===== src/verilog/twq_pkg.sv =====
`default_nettype none
package twq_pkg;

  // ------------------------------------------------------------
  // Widths and constants
  // ------------------------------------------------------------
  localparam int SMP_W = 12;
  localparam int CNT_W = 24;
  localparam logic [CNT_W-1:0] CNT_MAX = 24'hFFFFFF;
  localparam logic [CNT_W-1:0] CNT_RST = 24'h000000;

  // ------------------------------------------------------------
  // Encodings
  // ------------------------------------------------------------
  typedef enum logic [1:0] {
    TWQ_T_WINDOW  = 2'h0,
    TWQ_T_TIMEOUT = 2'h1,
    TWQ_T_INTERV  = 2'h2,
    TWQ_T_SLEW    = 2'h3
  } twq_type_t;

  typedef enum logic [1:0] {
    TWQ_V_ENTER  = 2'h0,
    TWQ_V_EXIT   = 2'h1,
    TWQ_V_STAYIN = 2'h2,
    TWQ_V_STAYOUT = 2'h3
  } twq_vcond_t;

  typedef enum logic [1:0] {
    TWQ_R_WITHIN  = 2'h0,
    TWQ_R_OUTSIDE = 2'h1,
    TWQ_R_SHORTER = 2'h2,
    TWQ_R_LONGER  = 2'h3
  } twq_range_t;

  // Polarity: 0 positive/high, 1 negative/low, 2 either
  typedef enum logic [1:0] {
    TWQ_P_POS    = 2'h0,
    TWQ_P_NEG    = 2'h1,
    TWQ_P_EITHER = 2'h2
  } twq_pol_t;

  typedef enum logic [2:0] {
    TWQ_S_IDLE = 3'h1,
    TWQ_S_UP   = 3'h2,
    TWQ_S_DN   = 3'h4
  } twq_slew_st_t;

  // ------------------------------------------------------------
  // Carriers
  // ------------------------------------------------------------
  typedef struct packed {
    twq_type_t        trig_type;
    twq_vcond_t       vcond;
    twq_range_t       range;
    twq_pol_t         pol;
    logic [SMP_W-1:0] upper;
    logic [SMP_W-1:0] lower;
    logic [SMP_W-1:0] level;
    logic [CNT_W-1:0] width;
    logic [CNT_W-1:0] delta;
  } twq_cfg_t;

  typedef struct packed {
    logic above_up;
    logic below_lo;
    logic above_lvl;
  } twq_flags_t;

endpackage
`default_nettype wire


===== src/verilog/twq_flags.sv =====
`timescale 1ns/1ps
`default_nettype none
module twq_flags (
  // Clock and reset
  input  wire logic                      ref_clk,
  input  wire logic                      rstn,
  // Sample and thresholds
  input  wire logic                      smp_valid,
  input  wire logic [twq_pkg::SMP_W-1:0] smp,
  input  wire logic [twq_pkg::SMP_W-1:0] upper,
  input  wire logic [twq_pkg::SMP_W-1:0] lower,
  input  wire logic [twq_pkg::SMP_W-1:0] level,
  // Registered flags
  output logic                           flg_valid,
  output var  twq_pkg::twq_flags_t       flg
);

  typedef struct packed {
    logic                valid;
    twq_pkg::twq_flags_t f;
  } twq_fst_t;

  twq_fst_t st_r;
  twq_fst_t st_nxt;

  always_comb begin
    st_nxt = st_r;
    st_nxt.valid = smp_valid;
    if (smp_valid) begin
      st_nxt.f.above_up  = smp > upper;
      st_nxt.f.below_lo  = smp < lower;
      st_nxt.f.above_lvl = smp > level;
    end
  end

  always_ff @(posedge ref_clk) begin
    if (!rstn) begin
      st_r <= '0;
    end else begin
      st_r <= st_nxt;
    end
  end

  assign flg_valid = st_r.valid;
  assign flg       = st_r.f;

endmodule
`default_nettype wire


===== src/verilog/twq_top.sv =====
`timescale 1ns/1ps
`default_nettype none
module twq_top (
  // Clock and reset
  input  wire logic                      ref_clk,
  input  wire logic                      rstn,
  // Sample stream, same clock domain
  input  wire logic                      smp_valid,
  input  wire logic [twq_pkg::SMP_W-1:0] smp,
  // Configuration
  input  wire logic                      arm,
  input  var  twq_pkg::twq_cfg_t         cfg,
  // Trigger out
  output logic                           trig,
  output logic [twq_pkg::CNT_W-1:0]      meas
);

  // ------------------------------------------------------------
  // State
  // ------------------------------------------------------------
  typedef struct packed {
    logic                        primed;
    logic                        prev_in;
    logic                        prev_hi;
    logic                        prev_lo;
    logic                        prev_lvl;
    logic                        have_edge;
    logic                        to_done;
    logic [twq_pkg::CNT_W-1:0]   cnt;
    twq_pkg::twq_slew_st_t       slew;
    logic                        trig;
    logic [twq_pkg::CNT_W-1:0]   meas;
  } twq_st_t;

  twq_st_t st_r;
  twq_st_t st_nxt;

  logic                flg_valid;
  twq_pkg::twq_flags_t flg;

  twq_flags u_flags (
    .ref_clk   (ref_clk),
    .rstn      (rstn),
    .smp_valid (smp_valid),
    .smp       (smp),
    .upper     (cfg.upper),
    .lower     (cfg.lower),
    .level     (cfg.level),
    .flg_valid (flg_valid),
    .flg       (flg)
  );

  // ------------------------------------------------------------
  // Helpers
  // ------------------------------------------------------------
  // Saturating increment so a stuck level never wraps to short
  function automatic logic [twq_pkg::CNT_W-1:0] inc_sat(
    input logic [twq_pkg::CNT_W-1:0] v);
    if (v == twq_pkg::CNT_MAX) begin
      inc_sat = v;
    end else begin
      inc_sat = v + 24'h000001;
    end
  endfunction

  // Duration check shared by dwell, interval and slew
  function automatic logic time_ok(
    input twq_pkg::twq_range_t       rng,
    input logic [twq_pkg::CNT_W-1:0] dur,
    input logic [twq_pkg::CNT_W-1:0] w,
    input logic [twq_pkg::CNT_W-1:0] d);
    logic [twq_pkg::CNT_W:0] lo;
    logic [twq_pkg::CNT_W:0] hi;
    logic                    in_band;
    // Lower bound clamps at zero when delta exceeds width; widened upper bound avoids wrap
    lo = (d > w) ? '0 : {1'b0, w - d};
    hi = {1'b0, w} + {1'b0, d};
    in_band = ({1'b0, dur} >= lo) && ({1'b0, dur} <= hi);
    unique case (rng)
      twq_pkg::TWQ_R_WITHIN:  time_ok = in_band;
      twq_pkg::TWQ_R_OUTSIDE: time_ok = !in_band;
      twq_pkg::TWQ_R_SHORTER: time_ok = dur < w;
      twq_pkg::TWQ_R_LONGER:  time_ok = dur > w;
    endcase
  endfunction

  // ------------------------------------------------------------
  // Next state
  // ------------------------------------------------------------
  logic in_win;
  logic rise;
  logic fall;
  logic edge_sel;
  logic to_watch;

  always_comb begin
    st_nxt   = st_r;
    st_nxt.trig = 1'b0;
    in_win   = !flg.above_up && !flg.below_lo;
    rise     = flg.above_lvl && !st_r.prev_lvl;
    fall     = !flg.above_lvl && st_r.prev_lvl;
    edge_sel = 1'b0;
    to_watch = 1'b0;
    unique case (cfg.pol)
      twq_pkg::TWQ_P_POS: begin
        edge_sel = rise;
        to_watch = flg.above_lvl;
      end
      twq_pkg::TWQ_P_NEG: begin
        edge_sel = fall;
        to_watch = !flg.above_lvl;
      end
      default: begin
        edge_sel = rise || fall;
        to_watch = 1'b1;
      end
    endcase

    if (!arm) begin
      st_nxt.primed    = 1'b0;
      st_nxt.have_edge = 1'b0;
      st_nxt.to_done   = 1'b0;
      st_nxt.cnt       = twq_pkg::CNT_RST;
      st_nxt.slew      = twq_pkg::TWQ_S_IDLE;
    end else if (flg_valid) begin
      st_nxt.primed   = 1'b1;
      st_nxt.prev_in  = in_win;
      st_nxt.prev_hi  = flg.above_up;
      st_nxt.prev_lo  = flg.below_lo;
      st_nxt.prev_lvl = flg.above_lvl;
      st_nxt.cnt      = inc_sat(st_r.cnt);
      unique case (cfg.trig_type)
        twq_pkg::TWQ_T_WINDOW: begin
          if (st_r.primed && (in_win != st_r.prev_in)) begin
            // Dwell ends on any crossing; one begun before arming
            // has no known start and is never judged
            st_nxt.cnt       = twq_pkg::CNT_RST;
            st_nxt.meas      = st_r.cnt;
            st_nxt.have_edge = 1'b1;
            unique case (cfg.vcond)
              twq_pkg::TWQ_V_ENTER:
                st_nxt.trig = in_win;
              twq_pkg::TWQ_V_EXIT:
                st_nxt.trig = !in_win;
              twq_pkg::TWQ_V_STAYIN:
                st_nxt.trig = st_r.have_edge && st_r.prev_in &&
                  time_ok(cfg.range, st_r.cnt, cfg.width, cfg.delta);
              twq_pkg::TWQ_V_STAYOUT:
                st_nxt.trig = st_r.have_edge && !st_r.prev_in &&
                  time_ok(cfg.range, st_r.cnt, cfg.width, cfg.delta);
            endcase
          end else if (st_r.primed && !in_win &&
                       (flg.above_up != st_r.prev_hi)) begin
            // Jump across the band: ends one outside dwell and starts a fresh one
            st_nxt.cnt       = twq_pkg::CNT_RST;
            st_nxt.meas      = st_r.cnt;
            st_nxt.have_edge = 1'b1;
            if (st_r.have_edge &&
                (cfg.vcond == twq_pkg::TWQ_V_STAYOUT)) begin
              st_nxt.trig = time_ok(cfg.range, st_r.cnt,
                                    cfg.width, cfg.delta);
            end
          end else if (!st_r.primed) begin
            st_nxt.cnt = twq_pkg::CNT_RST;
          end
        end
        twq_pkg::TWQ_T_TIMEOUT: begin
          if (!st_r.primed || rise || fall) begin
            st_nxt.cnt     = twq_pkg::CNT_RST;
            st_nxt.to_done = 1'b0;
          end else if (to_watch && !st_r.to_done &&
                       (st_r.cnt >= cfg.width)) begin
            // One trigger per stuck period
            st_nxt.trig    = 1'b1;
            st_nxt.to_done = 1'b1;
            st_nxt.meas    = st_r.cnt;
          end
        end
        twq_pkg::TWQ_T_INTERV: begin
          if (st_r.primed && edge_sel) begin
            st_nxt.cnt       = twq_pkg::CNT_RST;
            st_nxt.have_edge = 1'b1;
            st_nxt.meas      = st_r.cnt;
            // First edge only opens the measurement
            st_nxt.trig = st_r.have_edge &&
              time_ok(cfg.range, st_r.cnt, cfg.width, cfg.delta);
          end
        end
        default: begin
          unique case (st_r.slew)
            twq_pkg::TWQ_S_IDLE: begin
              st_nxt.cnt = twq_pkg::CNT_RST;
              // Leaving a limit toward the other starts the timer
              if (st_r.primed && st_r.prev_lo && !flg.below_lo &&
                  (cfg.pol != twq_pkg::TWQ_P_NEG)) begin
                st_nxt.slew = twq_pkg::TWQ_S_UP;
              end else if (st_r.primed && st_r.prev_hi &&
                           !flg.above_up &&
                           (cfg.pol != twq_pkg::TWQ_P_POS)) begin
                st_nxt.slew = twq_pkg::TWQ_S_DN;
              end
            end
            twq_pkg::TWQ_S_UP: begin
              if (flg.above_up) begin
                st_nxt.slew = twq_pkg::TWQ_S_IDLE;
                st_nxt.meas = st_r.cnt;
                st_nxt.trig = time_ok(cfg.range,
                  st_r.cnt, cfg.width, cfg.delta);
              end else if (flg.below_lo) begin
                st_nxt.slew = twq_pkg::TWQ_S_IDLE;
              end
            end
            twq_pkg::TWQ_S_DN: begin
              if (flg.below_lo) begin
                st_nxt.slew = twq_pkg::TWQ_S_IDLE;
                st_nxt.meas = st_r.cnt;
                st_nxt.trig = time_ok(cfg.range,
                  st_r.cnt, cfg.width, cfg.delta);
              end else if (flg.above_up) begin
                st_nxt.slew = twq_pkg::TWQ_S_IDLE;
              end
            end
            default: begin
              st_nxt.slew = twq_pkg::TWQ_S_IDLE;
            end
          endcase
        end
      endcase
    end
  end

  // ------------------------------------------------------------
  // Registers
  // ------------------------------------------------------------
  always_ff @(posedge ref_clk) begin
    if (!rstn) begin
      st_r      <= '0;
      st_r.slew <= twq_pkg::TWQ_S_IDLE;
    end else begin
      st_r <= st_nxt;
    end
  end

  assign trig = st_r.trig;
  assign meas = st_r.meas;

endmodule
`default_nettype wire


===== config.mk =====
export PLATFORM = sky130hd
export DESIGN_NAME = twq_top
export DESIGN_NICKNAME = d
export VERILOG_FILES = /design/src/verilog/twq_pkg.sv /design/src/verilog/twq_flags.sv /design/src/verilog/twq_top.sv
export SDC_FILE = /design/constraint.sdc
export NUM_CORES = 1
export LEC_CHECK = 0
export BUFFER_PORTS_ARGS = -buffer_cell sky130_fd_sc_hd__buf_2
export CORE_MARGIN = 2
export CORE_UTILIZATION = 59
export CTS_CLUSTER_DIAMETER = 100
export CTS_CLUSTER_SIZE = 24
export DETAILED_ROUTE_END_ITERATION = 10
export PLACE_DENSITY_LB_ADDON = 0.08
export SYNTH_ARGS = -nofsm -noshare
export SYNTH_HDL_FRONTEND = slang
export SYNTH_HIERARCHICAL = 1
export SYNTH_SLANG_ARGS = --single-unit

===== constraint.sdc =====
create_clock -name ref_clk -period 4.6 [get_ports ref_clk]
set_input_delay 0.23 -clock ref_clk [delete_from_list [all_inputs] [get_ports ref_clk]]
set_output_delay 0.23 -clock ref_clk [all_outputs]
set_load 0.01 [all_outputs]

Word-level counts from Yosys, hierarchy flattened
Index checks and enable logic that the tools add are counted.

word-level totals
  register bits = 63
  bits of input ports = 108
  output and inout port bits = 25
  word-level logic and storage cells = 153

operators by class
  $add $sub $neg = 3
  order comparisons = 9
  equal/unequal tests = 25
  muxes and demuxes = 50
  bitwise gates (word level) = 1
  reduce and logical (&&, ||, !) cells = 50

operators with widths
  kind                     number
  $mux W24                 8
  $mux W25                 7
  $pmux W25 S3             1
  $pmux W24 S3             1
  $pmux W25 S2             1
  $ge A24 B24 Y1           2
  $gt A24 B24 Y1           2
  $add A24 B24 Y25         1
  $le A24 B25 Y1           1
  $add A24 B1 Y24 const B  1
  $eq A24 B24 Y1 const B   1
  $gt A12 B12 Y1           2
  $lt A24 B24 Y1           1
  $sub A24 B24 Y24         1
  $logic_and A1 B1 Y1      22
  $mux W1                  20
  $mux W3                  6
  $lt A12 B12 Y1           1
  $eq A2 B2 Y1 const B     5
  $logic_not A1 Y1         9
  $pmux W3 S3              1
  $reduce_and A9 Y1        1
  $eq A2 B1 Y1 const B     4
  $logic_not A2 Y1         4
  21 further kinds         35

Depth between registers and ports, before layout
Gate-level depths: netlist of the first run.

  depth after elaboration = 15
  depth in mapped cells = 21
  gate-level depth less buffers = 20

Cells and area by module
Netlist of the first run, hierarchy kept.

by module, submodules not included
  module     instances  cells an instance  area an instance (um^2)  sequential area each (um^2)
  twq_top    1          925                7218.2                   1181.1
  twq_flags  1          130                999.7                    80.1

Least setup slack after synthesis of the first run
OpenSTA, ideal clock, no wires.

  kind = input -> register
  from = in cfg[1] (netlist bit)
  to = reg st_r, in the netlist trig
  arrival time = 4035 ps
  data required time = 4480 ps
  slack = 445 ps
  stages = 19
  path buffers = 0
  cell sequence = inv_1 ha_1 nand2b_1 a21oi_1 o21ai_0 a311oi_1 a21oi_1 o211ai_1 nand2_1 o311a_1 ha_1 nand4_1 or2_1 or3_1 a221oi_1 nor4_1 nor4_1 nor4b_1 a211o_1

between the ends
  word-level cells in the longest chain between the ends = 15
  elaborated cells on any way between the ends = 35

RTL lines
  what                                                       line                            RTL
  start, declared                                            twq_top.sv:12                   input var twq_pkg::twq_cfg_t cfg,
  $sub A24 B24 Y24 / $gt A24 B24 Y1 (equally long branches)  twq_top.sv:76                   lo = (d > w) ? '0 : {1'b0, w - d};
  $mux W24                                                   twq_top.sv:76
  $ge A24 B24 Y1                                             twq_top.sv:78                   in_band = ({1'b0, dur} >= lo) && ({1'b0, dur} <= hi);
  $logic_and A1 B1 Y1 (*)                                    twq_top.sv:78
  $logic_not A1 Y1                                           twq_top.sv:81                   twq_pkg::TWQ_R_OUTSIDE: time_ok = !in_band;
  $pmux W1 S4 (*)                                            twq_top.sv:79                   unique case (rng)
  $mux W1                                                    twq_top.sv:140                  unique case (cfg.vcond)
  $mux W1                                                    twq_top.sv:134                  if (st_r.primed && (in_win != st_r.prev_in)) begin
  $mux W1                                                    twq_top.sv:132                  unique case (cfg.trig_type)
  $mux W1                                                    twq_top.sv:125                  end else if (flg_valid) begin
  $mux W1                                                    twq_top.sv:119                  if (!arm) begin
  $logic_and A1 B1 Y1, on equally long branches              twq_top.sv:149, twq_top.sv:146
  $pmux W1 S4                                                twq_top.sv:140
  $mux W25                                                   twq_top.sv:134
  $pmux W25 S3 (*)                                           twq_top.sv:132
  end signal, assigned                                       twq_top.sv:240                  st_r <= st_nxt;
  end, declared                                              twq_top.sv:35                   twq_st_t st_r;

Every way passes the cells marked *; elsewhere a longest branch is shown, timed or not. The select of a mux whose other input is x is not followed.
A chain may end at the register's enable or synchronous reset.

Worst setup path in the final report of the first run
Ends and elaborated chain as after synthesis.

==> summary.log, run 1 <==
qor: status.status finished clean
qor: clock_tree.cts_hold_repair.buffers 0
qor: timing.drv_slew 0
qor: grt.initial_antenna_violation_count 0
qor: yosys.synthTopCellsByArea sky130_fd_sc_hd__ha_1, sky130_fd_sc_hd__dfxtp_1, sky130_fd_sc_hd__inv_1, sky130_fd_sc_hd__xnor2_1, sky130_fd_sc_hd__a21oi_1
qor: setup_path.crit_type in2reg
qor: timing.finClkSkew 6.17 ps
qor: power.power_leakage 4.55 nW
qor: yosys.ys.flop_type sky130_fd_sc_hd__dfxtp_1
qor: clock_tree.cts-root-buf sky130_fd_sc_hd__clkbuf_16
qor: setup_path.critPathRequiredTime 4810 ps
qor: floorplan.dieWidth 122 um
qor: route.viasPerCell 5.79
qor: power.vdd_drop_max 200 uV
qor: clock_tree.worst_setup_hold_path_clk_slew 60 ps
qor: clock_tree.clk_latency 320 ps
qor: setup_path.crit-reg2reg-launch st_r[29]
qor: place.hpwlAfterDp 17200 um
qor: setup_path.slowest_stage sky130_fd_sc_hd__or3_1
qor: final_layout.finalCoreUtilization 67.8%
qor: final_layout.drive_gt1_share 17.3%
qor: floorplan.design.die.area 0.0149 mm^2
qor: route.total_wirelength_of_the_detailed_routed_design 21200 um
qor: route.drtIter0Drc 538
qor: setup_path.worst_setup_path_start_kind input port
qor: floorplan.floorplan.io_pins 133
qor: yosys.asyncSetResetFlopFracSynth 0%
qor: power.pwr_density_cell 221 mW/mm^2
qor: hold_path.worstHoldEndpoint st_r[55]
qor: final_layout.fin_nets 1439
qor: setup_path.regToRegEndpoint meas[2]
qor: setup_path.crit_chain buf_2 -> inv_1 -> ha_1 -> nand2b_1 -> a21oi_1 -> o21ai_1 -> a311oi_1 -> buf_4 -> a21oi_1 -> o211ai_1 -> nand2_1 -> o311a_1 -> ha_1 -> nand4_1 -> or2_1 -> or3_1 -> a221oi_2 -> nor4_1 -> nor4_1 -> nor4b_1 -> a211o_1
qor: clock_tree.clockBufferDepth 2
qor: clock_tree.cts_max_level 3
qor: route.wire_per_inst 15.7 um
qor: timing.layout_worst_path_cycle_share 92.6%
qor: floorplan.initial_utilization 59.9%
qor: clock_tree.post_cts_resize_count 0
qor: yosys.synth_top_area_cell sky130_fd_sc_hd__ha_1
qor: grt.grt_max_degree 25
qor: clock_tree.tritoncts done
qor: final_layout.antenna_cells 0
qor: timing.grt_setup_unrepaired no
qor: yosys.synth_cell_type_count 84
qor: job.drv_cap 0
qor: yosys.synthesized_netlist_net_count 1327
qor: floorplan.rows 43
qor: grt.gr-usage-all-layers 28.8%
qor: floorplan.dieHeight 122 um
qor: place.io_buffer_count 132
qor: yosys.synth_seq_cells 63
qor: timing.max-slew-margin-rel 38.1%
qor: setup_path.critPathTopFamily compound AO/OA/AOI/OAI gates
qor: grt.number_of_global_route_vias_before_repair 7224
qor: place.placedInstanceArea 0.00895 mm^2
qor: yosys.yosys_warnings 6
qor: place.place.gp.congestion 0.908
qor: timing.clock.fmax 235 MHz
qor: yosys.post-synth-top-count-cell sky130_fd_sc_hd__ha_1
qor: grt.wire_length_of_the_first_global_routing_pass 34600 um
qor: clock_tree.clkSinkCount 63
qor: timing.tightest_slew 905 ps
qor: setup_path.timing.reg2reg.setup_slack 1410 ps
qor: yosys.post_synth_most_frequent_cells sky130_fd_sc_hd__ha_1, sky130_fd_sc_hd__inv_1, sky130_fd_sc_hd__nand2_1, sky130_fd_sc_hd__nor2_1, sky130_fd_sc_hd__a21oi_1
qor: setup_path.worst_ep_arrival_time 4470 ps
qor: setup_path.critPathBufInv 3
qor: hold_path.min-delay-path-class in2reg
qor: clock_tree.post_cts_buffers 0
qor: final_layout.post-route-cell-area 0.00931 mm^2
qor: yosys.synth_edf_count 0
qor: hold_path.whs_path_depth 3
qor: yosys.synthCells 1055
qor: clock_tree.numCtsBuffers 9
qor: route.drc_errors 0
qor: timing.finalHoldViolCount 0
qor: timing.timing.final.setup_violations 0
qor: final_layout.n_fill_cell 1251
qor: yosys.synth_area 0.00822 mm^2
qor: setup_path.rr_worst_depth 10
qor: floorplan.core-area 0.0137 mm^2
qor: route.ant_nets 0
qor: setup_path.highest_fanout_seen_on_the_critical_path 3
qor: final_layout.area.growth.synth_to_final 13.2%
qor: yosys.synthesis.area_per_instance 7.79 um^2
qor: grt.grt-ovfl-total 0
qor: timing.layout_min_cycle_time 4260 ps
qor: yosys.synth_sequential_area_ratio 15.3%
qor: yosys.synthDominantCellAreaShare 24.7%
qor: route.via_count 7826
qor: setup_path.endpoint_kind register
qor: timing.hold_slack 221 ps
qor: place.numPlacedInstances 1336
qor: route.detailed_routing_iterations_pass_1 5
qor: hold_path.min_from arm
qor: final_layout.instances_no_fill 1352
qor: setup_path.timing.critical_path.slowest_cell_delay 400 ps
-- layout by cell type, fill, tap and decap left out, types with 9 or more instances in the layout --
master | netlist | routed
sky130_fd_sc_hd__ha_1 | 162 | 162
sky130_fd_sc_hd__o21ai_0 | 42 | 41
sky130_fd_sc_hd__nand2_1 | 80 | 80
sky130_fd_sc_hd__clkbuf_16 | 0 | 9
sky130_fd_sc_hd__xor2_1 | 18 | 18
sky130_fd_sc_hd__inv_1 | 121 | 121
sky130_fd_sc_hd__a211oi_1 | 10 | 9
sky130_fd_sc_hd__o211ai_1 | 11 | 11
sky130_fd_sc_hd__a21o_1 | 18 | 18
sky130_fd_sc_hd__nor3_1 | 19 | 19
sky130_fd_sc_hd__nor2b_1 | 16 | 16
sky130_fd_sc_hd__nor2_1 | 78 | 78
sky130_fd_sc_hd__nand2b_1 | 15 | 15
sky130_fd_sc_hd__buf_2 | 6 | 132
sky130_fd_sc_hd__nand3_1 | 23 | 23
sky130_fd_sc_hd__a21oi_1 | 77 | 77
sky130_fd_sc_hd__dfxtp_1 | 63 | 63
sky130_fd_sc_hd__o21bai_1 | 11 | 11
sky130_fd_sc_hd__nand4_1 | 29 | 29
sky130_fd_sc_hd__xnor2_1 | 45 | 45
sky130_fd_sc_hd__a22o_1 | 21 | 21
sky130_fd_sc_hd__buf_4 | 24 | 21
-- per-stage QoR --
step | worst slack (ps) | setup TNS, ps | power, W
final | 338 | 0 | 0.00206
after global placement | 33.1 | 0 | 0.00127
after global routing | 58.2 | 0 | 0.00218
after CTS | 211 | 0 | 0.00206
after detailed placement | -123 | -123 | 0.00128
after floorplan | 445 | 0 | 0.00107
-- kinds of logic after synthesis --
family	after synthesis	share of synthesized area [%]
AOI/OAI and AO/OA	273	23.5
xor gates and xnor gates	63	6.71
adders and majority gates	164	25.2
buffers and inverters	175	9.64
DFF	63	15.3
muxes	3	0.381
and+or+nand+nor	314	19.3
-- power breakdown --
group | internal, W | switching (W)
Sequential | 0.000551 | 0.0000118
Clock | 0.000530 | 0.000246
Combinational | 0.000313 | 0.000406
-- layout make-up --
type	instances	area, um^2	share of cell area [%]
clock inverters	7	120	1.29
repair buffers	154	838	9.01
inverters	122	458	4.92
multi-input cells	817	6180	66.4
well taps	180	225	2.42
flip-flops and latches	63	1260	13.6
clock buffers	9	225	2.42
-- worst max-delay path by stage --
| stage | from | endpoint | slack, ps | cells past startpoint |
|---|---|---|---|---|
| detailed placement | cfg[1] | trig | -120 | 21 |
| floorplan | cfg[1] | trig | 450 | 19 |
| global placement | cfg[1] | trig | 30 | 21 |
| finish | cfg[1] | trig | 340 | 21 |
| CTS | cfg[1] | trig | 210 | 21 |
| global route | cfg[1] | trig | 60 | 21 |
-- registers in the layout (all words and copies together) (netlist names) --
signal	count
meas	24
trig	1
st_r	34
u_flags/flg	3
u_flags/flg_valid	1
-- routing by layer --
layer,track usage [%],part of all wire [%],vias to the layer above
met1,39.5,48,3603
met3,4.87,5.3,31
met4,6.97,1.8,0
li1,-,-,3976
met2,46.9,45,216
met5,0,0,-
-- worst min-delay path, stage by stage --
cell,delay (ps)
sky130_fd_sc_hd__buf_2,120
sky130_fd_sc_hd__nand3_1,70
sky130_fd_sc_hd__a21boi_0,70
Power figures use the tool's default switching activity.
==> inputs of run 2 (changes only) <==
--- a/config.mk
+++ b/config.mk
@@ -5,13 +5,16 @@
 export SDC_FILE = /design/constraint.sdc
 export NUM_CORES = 1
 export LEC_CHECK = 0
+export ABC_CLOCK_PERIOD_IN_PS = 4600
 export BUFFER_PORTS_ARGS = -buffer_cell sky130_fd_sc_hd__buf_2
 export CORE_MARGIN = 2
 export CORE_UTILIZATION = 59
 export CTS_CLUSTER_DIAMETER = 100
 export CTS_CLUSTER_SIZE = 24
 export DETAILED_ROUTE_END_ITERATION = 10
+export GPL_TIMING_DRIVEN = 0
 export PLACE_DENSITY_LB_ADDON = 0.08
+export REMOVE_ABC_BUFFERS = 1
 export SYNTH_ARGS = -nofsm -noshare
 export SYNTH_HDL_FRONTEND = slang
 export SYNTH_HIERARCHICAL = 1
==> run 2 against run 1 <==
  * Combinational power down 2%
  * Die area unchanged
  * Hold slack better by 4.3 ps
  * Total power down 3.3%
  * Sequential cell count unchanged
  * Non-clock buffer count down 15
  * Worst setup slack worse by 130 ps
  * Clock-buffer cell count unchanged
  * Final cell count down 1.0%
  * Sequential share of layout area up 0.084 points
  * Critical path depth down 1
  * Largest power group unchanged
  * Highest routed layer unchanged
==> summary.log, run 2 (same netlist as run 1, synthesis figures left out) <==
qor: setup_path.worst_ep_arrival_time 4610 ps
qor: clock_tree.clk_latency 330 ps
qor: timing.clock.fmax 228 MHz
qor: grt.met3_usage 4.78%
qor: grt.wire_length_of_the_first_global_routing_pass 33700 um
qor: setup_path.critPathRequiredTime 4820 ps
qor: clock_tree.clockBufferDepth 2
qor: final_layout.largest_register_ffs 34
qor: setup_path.crit-reg2reg-launch st_r[29]
qor: timing.layout_min_cycle_time 4390 ps
qor: clock_tree.numCtsBuffers 9
qor: floorplan.dieHeight 122 um
qor: timing.max-slew-margin-rel 33.4%
qor: place.io_buffer_count 132
qor: route.drc_errors 0
qor: grt.grt_max_degree 25
qor: setup_path.timing.reg2reg.setup_slack 1200 ps
qor: setup_path.worst_setup_path_start_kind input port
qor: grt.grt.met1_usage 38.1%
qor: floorplan.dieWidth 122 um
qor: final_layout.drive_gt1_share 17.6%
qor: hold_path.min_from arm
qor: place.place.gp.congestion 0.920
qor: floorplan.rows 43
qor: status.status finished clean
qor: final_layout.final_common_cell sky130_fd_sc_hd__ha_1
qor: route.ant_nets 0
qor: timing.timing.final.setup_violations 0
qor: power.power_leakage 4.47 nW
qor: clock_tree.worst_setup_hold_path_clk_slew 50 ps
qor: clock_tree.clkSinkCount 63
qor: grt.gr-usage-met2 46.1%
qor: timing.tightest_slew 997 ps
qor: timing.finalHoldViolCount 0
qor: place.hpwlAfterDp 16400 um
qor: route.via_count 7696
qor: setup_path.rr_worst_depth 9
qor: final_layout.top_register st_r
qor: hold_path.min-delay-path-class in2reg
qor: final_layout.finalCoreUtilization 67.4%
qor: final_layout.fin_nets 1425
qor: floorplan.design.die.area 0.0149 mm^2
qor: final_layout.area.growth.synth_to_final 12.5%
qor: setup_path.regToRegEndpoint meas[1]
qor: grt.grt-ovfl-total 0
qor: route.total_wirelength_of_the_detailed_routed_design 20700 um
qor: route.drtIter0Drc 512
qor: clock_tree.tritoncts done
qor: floorplan.floorplan.io_pins 133
qor: final_layout.antenna_cells 0
qor: grt.initial_antenna_violation_count 0
qor: final_layout.layout_common_cells sky130_fd_sc_hd__ha_1, sky130_fd_sc_hd__buf_2, sky130_fd_sc_hd__inv_1
qor: clock_tree.cts_hold_repair.buffers 0
qor: timing.drv_slew 0
qor: power.pwr_density_cell 215 mW/mm^2
qor: route.viasPerCell 5.75
qor: setup_path.endpoint_kind register
qor: floorplan.core-area 0.0137 mm^2
qor: grt.global_route.peak_usage_layer met2
qor: job.drv_cap 0
qor: hold_path.whs_path_depth 3
qor: timing.finClkSkew 6.82 ps
qor: grt.gr-usage-all-layers 27.7%
qor: hold_path.worstHoldEndpoint st_r[55]
qor: route.detailed_routing_iterations_pass_1 5
qor: clock_tree.cts-root-buf sky130_fd_sc_hd__clkbuf_16
qor: timing.layout_worst_path_cycle_share 95.4%
qor: power.vdd_drop_max 176 uV
qor: route.wire_per_inst 15.5 um
qor: setup_path.highest_fanout_seen_on_the_critical_path 4
qor: setup_path.crit_type in2reg
qor: timing.hold_slack 225 ps
qor: clock_tree.cts_max_level 3
qor: floorplan.initial_utilization 59.9%
qor: grt.number_of_global_route_vias_before_repair 7095
[run 2: worst max path at each step]
| stage | from | to | slack, ps |
|---|---|---|---|
| after floorplan | cfg[1] | trig | 450 |
| final | cfg[24] | trig | 210 |
| after global placement | cfg[24] | trig | -800 |
| after global routing | cfg[1] | trig | -30 |
| after CTS | cfg[24] | trig | 40 |
| after detailed placement | cfg[24] | trig | -830 |
[run 2: critical path, cell delays in order]
cell and delay [ps]:
sky130_fd_sc_hd__buf_2 110, sky130_fd_sc_hd__inv_1 40, sky130_fd_sc_hd__ha_1 200, sky130_fd_sc_hd__fa_1 380, sky130_fd_sc_hd__nand2b_1 220, sky130_fd_sc_hd__a21oi_2 190, sky130_fd_sc_hd__o31a_1 220, sky130_fd_sc_hd__o21ai_2 140
sky130_fd_sc_hd__nor3_2 350, sky130_fd_sc_hd__o2111ai_4 230, sky130_fd_sc_hd__a21oi_2 200, sky130_fd_sc_hd__ha_1 230, sky130_fd_sc_hd__nand2b_1 140, sky130_fd_sc_hd__a211oi_1 230, sky130_fd_sc_hd__o21ai_0 170, sky130_fd_sc_hd__a2111oi_2 370
sky130_fd_sc_hd__o21ai_0 230, sky130_fd_sc_hd__a41oi_2 330, sky130_fd_sc_hd__nor4b_1 100, sky130_fd_sc_hd__a211o_1 270
[run 2: area by class of cell]
| cell class | count | area [um^2] |
|---|---|---|
| multi-input cells | 818 | 6280 |
| fillers | 1279 | 4470 |
| flip-flops and latches | 63 | 1260 |
| repair buffers | 139 | 713 |
| inverters | 122 | 458 |
| clock buffers | 9 | 225 |
| well taps | 180 | 225 |
| clock inverters | 7 | 87.6 |
[run 2: layer usage]
| metal | vias up | routed length (um) |
|---|---|---|
| li1 | 3942 | - |
| met1 | 3527 | 9690 |
| met2 | 206 | 9560 |
| met3 | 21 | 1280 |
| met4 | 0 | 222 |
| met5 | - | 0 |
[run 2: what timing repair did]
item	in CTS	in global routing
endpoints found under the setup margin	1	1
hold endpoints to repair	0	0
cloned	1	0
gates resized for setup	9	13
pin swaps	3	5
setup buffers	0	7
[run 2: power by group]
part | total (W) | internal, W | switching, W
Combinational | 0.000707 | 0.000304 | 0.000403
Sequential | 0.000563 | 0.000551 | 0.0000119
Clock | 0.000720 | 0.000470 | 0.000250
[run 2: per-stage QoR]
stage	setup TNS [ps]	instance area [um^2]	instances	setup slack [ps]	power, W
detailed placement	-827	8770	1314	-827	0.00124
global placement	-801	8770	1314	-801	0.00123
CTS	0	9130	1331	41.2	0.00197
global route	-29.4	9250	1338	-29.4	0.00210
finish	0	9250	1338	210	0.00199
floorplan	0	7880	1002	445	0.00106
